--- src/design/branch_call_map.vh ---
// Constants for the zero-branch and call execution block
`ifndef BRANCH_CALL_MAP_VH
`define BRANCH_CALL_MAP_VH
`define BZ_OPC_HI        8'hE0
`define CALL_OPC_HI      7'h76
`define CALL_WORD2_HI    4'hF
`define PC_WIDTH         21
`define PC_RESET         21'h000000
`define PC_CALL_STEP     21'h000004
`define STATUS_ZERO_BIT  2
`define PHASE_Q1         2'h0
`define PHASE_Q2         2'h1
`define PHASE_Q3         2'h2
`define PHASE_Q4         2'h3
`endif

--- src/design/branch_zero_and_call_exec.v ---
// Execution of the branch-on-zero and two-word call instructions
`timescale 1ns/10ps
`include "branch_call_map.vh"
module branch_zero_and_call_exec
(
  input  wire        clock_i,           // Core clock
  input  wire        sys_rst_i,         // Synchronous reset, active high
  input  wire        instr_valid_i,     // Instruction word presented at Q1
  input  wire [15:0] instr_word_i,      // Fetched instruction word
  input  wire [15:0] next_word_i,       // Second program word, valid by Q4
  input  wire [20:0] pc_i,              // Counter, already past the current word
  input  wire [7:0]  accum_i,           // Accumulator
  input  wire [7:0]  status_i,          // Status register
  input  wire [3:0]  bank_select_register_i, // Bank select register
  output reg  [20:0] pc_load_val_o,     // New counter value
  output reg         pc_load_o,         // Counter load strobe, one clock
  output reg  [20:0] stack_top_o,       // Value pushed to return stack
  output reg         stack_push_o,      // Push strobe, one clock
  output reg  [7:0]  accumulator_shadow_o, // Shadow accumulator
  output reg  [7:0]  flags_shadow_o,    // Shadow status
  output reg  [3:0]  bank_select_shadow_o, // Shadow bank select
  output reg         busy_o,            // High during the extra idle cycle
  output reg  [1:0]  phase_o            // Quarter phase in view
);
  localparam ST_IDLE = 2'h0;
  localparam ST_BZ   = 2'h1;
  localparam ST_CALL = 2'h2;
  localparam ST_NOP  = 2'h3;

  wire [1:0] phase;
  wire       cyc_end;
  reg  [1:0] state_r;
  reg  [1:0] state_nxt;
  reg  [15:0] word_r;
  reg         taken_r;
  reg  [20:0] target_r;
  wire        take_slot;
  wire        push_slot;
  wire        word2_ok;
  wire [20:0] offset_x2;
  wire [20:0] ret_addr;

  function is_bz;
    input [15:0] w;
    begin
      is_bz = (w[15:8] == `BZ_OPC_HI);
    end
  endfunction

  function is_call;
    input [15:0] w;
    begin
      is_call = (w[15:9] == `CALL_OPC_HI);
    end
  endfunction

  quarter_phase_gen u_phase
  (
    .clock_i   (clock_i),
    .sys_rst_i (sys_rst_i),
    .phase_o   (phase),
    .cyc_end_o (cyc_end)
  );

  ////////////////////////////////////////////////////////////////////////////
  // Slots in the quarter-phase sequence
  assign take_slot = (state_r == ST_IDLE) && (phase == `PHASE_Q1) && instr_valid_i;
  assign push_slot = (state_r == ST_CALL) && (phase == `PHASE_Q3);
  assign word2_ok  = (next_word_i[15:12] == `CALL_WORD2_HI);
  // Offset is sign-extended and doubled, so bit zero is always clear
  assign offset_x2 = {{12{word_r[7]}}, word_r[7:0], 1'b0};
  // pc_i already points past word one; two more bytes skip the second call word
  assign ret_addr  = pc_i + `PC_CALL_STEP - 21'h000002;

  ////////////////////////////////////////////////////////////////////////////
  always @*
  begin
    state_nxt = state_r;
    case (state_r)
      ST_IDLE:
      begin
        if (take_slot && is_bz(instr_word_i))
          state_nxt = ST_BZ;
        else if (take_slot && is_call(instr_word_i))
          state_nxt = ST_CALL;
      end
      ST_BZ:
      begin
        if (cyc_end)
          state_nxt = taken_r ? ST_NOP : ST_IDLE;
      end
      ST_CALL:
      begin
        if (cyc_end)
          state_nxt = ST_NOP;
      end
      ST_NOP:
      begin
        if (cyc_end)
          state_nxt = ST_IDLE;
      end
      default:
        state_nxt = ST_IDLE;
    endcase
  end

  ////////////////////////////////////////////////////////////////////////////
  // Sequencer state and the first word latched at decode
  always @(posedge clock_i)
  begin
    if (sys_rst_i)
    begin
      state_r <= ST_IDLE;
      word_r  <= 16'h0000;
    end
    else
    begin
      state_r <= state_nxt;
      if (take_slot)
        word_r <= instr_word_i;
    end
  end

  ////////////////////////////////////////////////////////////////////////////
  // Zero flag is read once in Q3 and held, so the Q4 write and the idle cycle agree
  always @(posedge clock_i)
  begin
    if (sys_rst_i)
      taken_r <= 1'b0;
    else if (state_r == ST_BZ && phase == `PHASE_Q3)
      taken_r <= status_i[`STATUS_ZERO_BIT];
    else if (state_nxt == ST_IDLE)
      taken_r <= 1'b0;
  end

  ////////////////////////////////////////////////////////////////////////////
  // Target built in Q2: relative sum for the branch, low literal for the call
  always @(posedge clock_i)
  begin
    if (sys_rst_i)
      target_r <= `PC_RESET;
    else if (state_r == ST_BZ && phase == `PHASE_Q2)
      target_r <= pc_i + offset_x2;
    else if (state_r == ST_CALL && phase == `PHASE_Q2)
      target_r <= {12'h000, word_r[7:0], 1'b0};
  end

  ////////////////////////////////////////////////////////////////////////////
  // Counter load in Q4; a call whose second word lacks its prefix pushes but never jumps
  always @(posedge clock_i)
  begin
    if (sys_rst_i)
    begin
      pc_load_val_o <= `PC_RESET;
      pc_load_o     <= 1'b0;
    end
    else
    begin
      pc_load_o <= 1'b0;
      if (state_r == ST_BZ && cyc_end && taken_r)
      begin
        pc_load_val_o <= {target_r[20:1], 1'b0};
        pc_load_o     <= 1'b1;
      end
      else if (state_r == ST_CALL && cyc_end && word2_ok)
      begin
        pc_load_val_o <= {next_word_i[11:0], target_r[8:1], 1'b0};
        pc_load_o     <= 1'b1;
      end
    end
  end

  ////////////////////////////////////////////////////////////////////////////
  // Return address push in Q3, one clock ahead of the counter write
  always @(posedge clock_i)
  begin
    if (sys_rst_i)
    begin
      stack_top_o  <= `PC_RESET;
      stack_push_o <= 1'b0;
    end
    else
    begin
      stack_push_o <= 1'b0;
      if (push_slot)
      begin
        stack_top_o  <= ret_addr;
        stack_push_o <= 1'b1;
      end
    end
  end

  ////////////////////////////////////////////////////////////////////////////
  // Shadows move only with a fast-save call; otherwise they keep the last saved set
  always @(posedge clock_i)
  begin
    if (sys_rst_i)
    begin
      accumulator_shadow_o <= 8'h00;
      flags_shadow_o       <= 8'h00;
      bank_select_shadow_o <= 4'h0;
    end
    else if (push_slot && word_r[8])
    begin
      accumulator_shadow_o <= accum_i;
      flags_shadow_o       <= status_i;
      bank_select_shadow_o <= bank_select_register_i;
    end
  end

  ////////////////////////////////////////////////////////////////////////////
  // Status outputs; phase_o trails the internal phase by one clock
  always @(posedge clock_i)
  begin
    if (sys_rst_i)
    begin
      busy_o  <= 1'b0;
      phase_o <= `PHASE_Q1;
    end
    else
    begin
      busy_o  <= (state_nxt == ST_NOP);
      phase_o <= phase;
    end
  end
endmodule

--- src/design/quarter_phase_gen.v ---
// Quarter phase counter dividing each instruction cycle into four phases
`timescale 1ns/10ps
`include "branch_call_map.vh"
module quarter_phase_gen
(
  input  wire       clock_i,    // Core clock
  input  wire       sys_rst_i,  // Synchronous reset, active high
  output reg  [1:0] phase_o,    // Current quarter phase
  output reg        cyc_end_o   // High during the last phase of a cycle
);
  always @(posedge clock_i)
  begin
    if (sys_rst_i)
    begin
      phase_o   <= `PHASE_Q1;
      cyc_end_o <= 1'b0;
    end
    else
    begin
      phase_o   <= phase_o + 2'h1;
      cyc_end_o <= (phase_o == `PHASE_Q3);
    end
  end
endmodule

--- config.mk ---
export PLATFORM = sky130hd
export DESIGN_NAME = branch_zero_and_call_exec
export DESIGN_NICKNAME = d
export VERILOG_FILES = /design/src/design/branch_zero_and_call_exec.v /design/src/design/quarter_phase_gen.v
export VERILOG_INCLUDE_DIRS = /design/src /design/src/design
export SDC_FILE = /design/constraint.sdc
export NUM_CORES = 1
export LEC_CHECK = 0
export BUFFER_PORTS_ARGS = -buffer_cell sky130_fd_sc_hd__clkbuf_2
export CAP_MARGIN = 20
export CORE_MARGIN = 4
export CORE_UTILIZATION = 52
export CTS_CLUSTER_DIAMETER = 150
export DETAILED_ROUTE_END_ITERATION = 10
export PLACE_DENSITY = 0.77
export SLEW_MARGIN = 20
export SYNTH_ARGS = -nofsm -noshare
export SYNTH_HDL_FRONTEND = slang
export SYNTH_SLANG_ARGS = --single-unit
export TNS_END_PERCENT = 1
--- constraint.sdc ---
create_clock -name clock_i -period 3.15 [get_ports clock_i]
set_input_delay 0 -clock clock_i [delete_from_list [all_inputs] [get_ports clock_i]]
set_output_delay 0 -clock clock_i [all_outputs]
set_load 0.1 [all_outputs]
==> flow_summary.ini <==
[outcome]
status = completed

[clock_network]
clk_transition_reported_paths_ns = 0.11
cts_made_buffers = 9
cts.path.max_buffers = 2
tritoncts_num_sinks = 101
clk_latency_ns = 0.36
cts-htree-levels = 3
root_buffer = clkbuf_8
tritoncts = built

[sta]
min_period_ns = 2.529
report.final.hold_viol_count = 0
setup_violations = 0
final-max-slew-violation-count = 0
post_route_clock_period_utilization_pct = 80.30
slew-limit-headroom_pct = 33.86
max_slew.worst_pin.slew_ns = 0.9920
setup_total_negative_slack_ns = 0
setup_skew_after_layout_ns = 0.01933
grt_setup_unrepaired = false
final_critical_path_setup_slack_ns = 0.6206
achievable-frequency_mhz = 395.4

[floorplanning]
core_mm2 = 0.009284
start_util_pct = 53.63
floorplan.io_pins = 143
fp.dieArea_mm2 = 0.01120
die-height_um = 105.8
std_cell_rows = 35
floorplan.die.width_um = 105.8

[synthesis]
ys_ff_latch = 101
syn_area_per_cell_um2 = 8.424
postSynth.topFlopCell = dfxtp_1
yosysUniqueCellTypes = 52
async_reset_ff_share_pct = 0
syn-cell-area_mm2 = 0.004979
post_synth_inst_count = 591
synth_enable_flop_cells = 0
yosysWarningCount = 0
synthesized_net_count = 691
ys_seq_area_share_pct = 40.61

[layout]
antenna_cells = 0
seq_area_mm2 = 0.002022
fillCellCount = 791
layout.cells.most_common = clkbuf_2
area_overhead_of_the_layout_relative_to_synthesis_pct = 28.73
drive_above_1_share_pct = 21.93
highest_count_cells_in_the_layout_ignoring_fill_and_taps = clkbuf_2 (140), dfxtp_1 (101), nand2_1 (85), nor2_1 (65), a21oi_1 (50)
num-nets-final = 861
total_area_of_multi_input_combinational_cells_mm2 = 0.002768

[critical_path]
worstSetupPathType = flip-flop to flip-flop
critPathRequiredTime_ns = 3.40
end_kind = flip-flop
worstPathMaxFanout = 22
cp-start-kind = flip-flop
critical_path_arrival_ns = 2.78

[worst_hold_path]
worstHoldPathType = input port to flip-flop

[routing]
first_pass_iters = 6
routed_via_density = 5.447
postRouteWirelength_mm = 13.50
detail_route.wl_per_cell_um = 15.08
post-route-drc-count = 0
antenna_left = 0
drt_iter0_drc = 306
vias = 4875

[grt]
antenna_found_initial = 0
groute.usage.overall_pct = 23.80
first_pass_grt_wire_length_mm = 22.01
vias_in_the_first_global_route = 4623
grt_max_degree = 48
globalRoute.totalOverflow = 0

[power_and_ir_drop]
power.ir.vdd_worst_uv = 264.9
proportion_of_total_power_due_to_net_switching_pct = 29.17
power.clock.fraction_pct = 33.1
power_density_mw_per_mm2 = 389.3
p_comb_share_pct = 14.8
p_leak_uw = 0.002721
p_int_uw = 1767
p_switching_uw = 727.7
sequential_share_of_power_pct = 52.1

[placed_design]
post-place-ws_ns = 0.6032
io_buffers = 141
dp_hpwl_mm = 9.402
place_congestion = 0.9087

[flow_run]
cap_viol_max_count = 0
-- metal layers --
metal | global-route usage [%] | part of all wire (%) | vias up
met5 | 0 | 0 | -
met4 | 8.788 | 2.3 | 0
met3 | 3.429 | 5.3 | 31
met2 | 38.25 | 45 | 175
met1 | 32.46 | 47 | 2228
li1 | - | - | 2441
-- cell families (layout without fill, tap and decap cells) --
kind of cell | Yosys count | in the layout | synth area share (%)
multiplexers | 25 | 25 | 5.026
XOR/XNOR | 27 | 27 | 4.750
AO/OA/AOI/OAI | 152 | 152 | 20.16
flip-flops | 101 | 101 | 40.61
buffers and inverters | 46 | 221 | 3.795
AND/OR/NAND/NOR | 215 | 215 | 19.40
other | 1 | 1 | 0.07532
adder cells (fa/ha/maj) | 24 | 24 | 6.183
-- through the flow --
stage	std cells	util [%]	area [um2]	power, uW	hold WS (ns)
floorplan	591	-	4979	1531	0.09575
global placement	831	61.74	5732	1637	0.2220
detailed placement	831	61.74	5732	1642	0.2283
CTS	895	69.03	6409	2506	0.008448
global route	895	69.03	6409	2608	0.007814
finish	895	69.03	6409	2495	0.01061
-- area by class of cell --
| type | instances | area share (%) |
|---|---|---|
| flip-flops and latches | 101 | 31.55 |
| clock buffers | 9 | 1.933 |
| repair buffers | 193 | 18.98 |
| inverters | 12 | 0.7029 |
| clock inverters | 7 | 1.132 |
| well taps | 129 | 2.519 |
| multi-input cells | 444 | 43.19 |
-- timing repair --
item	CTS	global route
hold endpoints to repair	48	0
buffers inserted	0	0
gates resized for setup	0	0
hold buffers	48	0
setup endpoints to repair	0	0
-- Yosys cell counts, types with 12 or more instances --
library cell	number	area, um2
ha_1	23	287.8
dfxtp_1	101	2022
inv_1	12	45.04
nor2_1	65	244.0
a211oi_1	37	277.8
xor2_1	20	175.2
clkbuf_1	25	93.84
nand2_1	85	319.1
mux2i_1	25	250.2
o21ai_0	21	105.1
a21oi_1	50	250.2
nand3_1	17	85.08
-- worst max-delay path, cell delays in order (launching register included) --
cell and delay, ns:
dfxtp_1 0.47, nor2b_1 0.40, nand3_1 0.15, o21ai_2 0.78
buf_4 0.31, nor2_1 0.06, a211oi_1 0.24
-- power by group through the flow --
stage,logic [uW],registers (uW),clock network [uW]
floorplan,192,1340,0
global placement,308,1330,0
detailed placement,312,1330,0
CTS,361,1300,845
global route,406,1300,900
finish,369,1300,825
-- worst paths after layout --
| path | slack, ns | depth (start not counted) | to | startpoint |
|---|---|---|---|---|
| worst min register to register | 0.46 | 2 | flags_shadow_o[6] | flags_shadow_o[6] |
| worst min-delay path | 0.01 | 3 | pc_load_val_o[19] | next_word_i[10] |
| worst max-delay path | 0.62 | 6 | pc_load_val_o[19] | state_r[1] |
| worst max register to register | 0.62 | 6 | pc_load_val_o[19] | state_r[1] |
-- flip-flops by register name, summed over array words and instances (netlist names) --
| register | count |
|---|---|
| stack_top_o | 21 |
| pc_load_val_o | 20 |
| target_r | 20 |
| word_r | 9 |
| accumulator_shadow_o | 8 |
| flags_shadow_o | 8 |
| bank_select_shadow_o | 4 |
| phase_o | 2 |
| state_r | 2 |
| u_phase.phase_o | 2 |
| busy_o | 1 |
| pc_load_o | 1 |
| stack_push_o | 1 |
| taken_r | 1 |
| u_phase.cyc_end_o | 1 |
(Power assumes the default switching activity.)
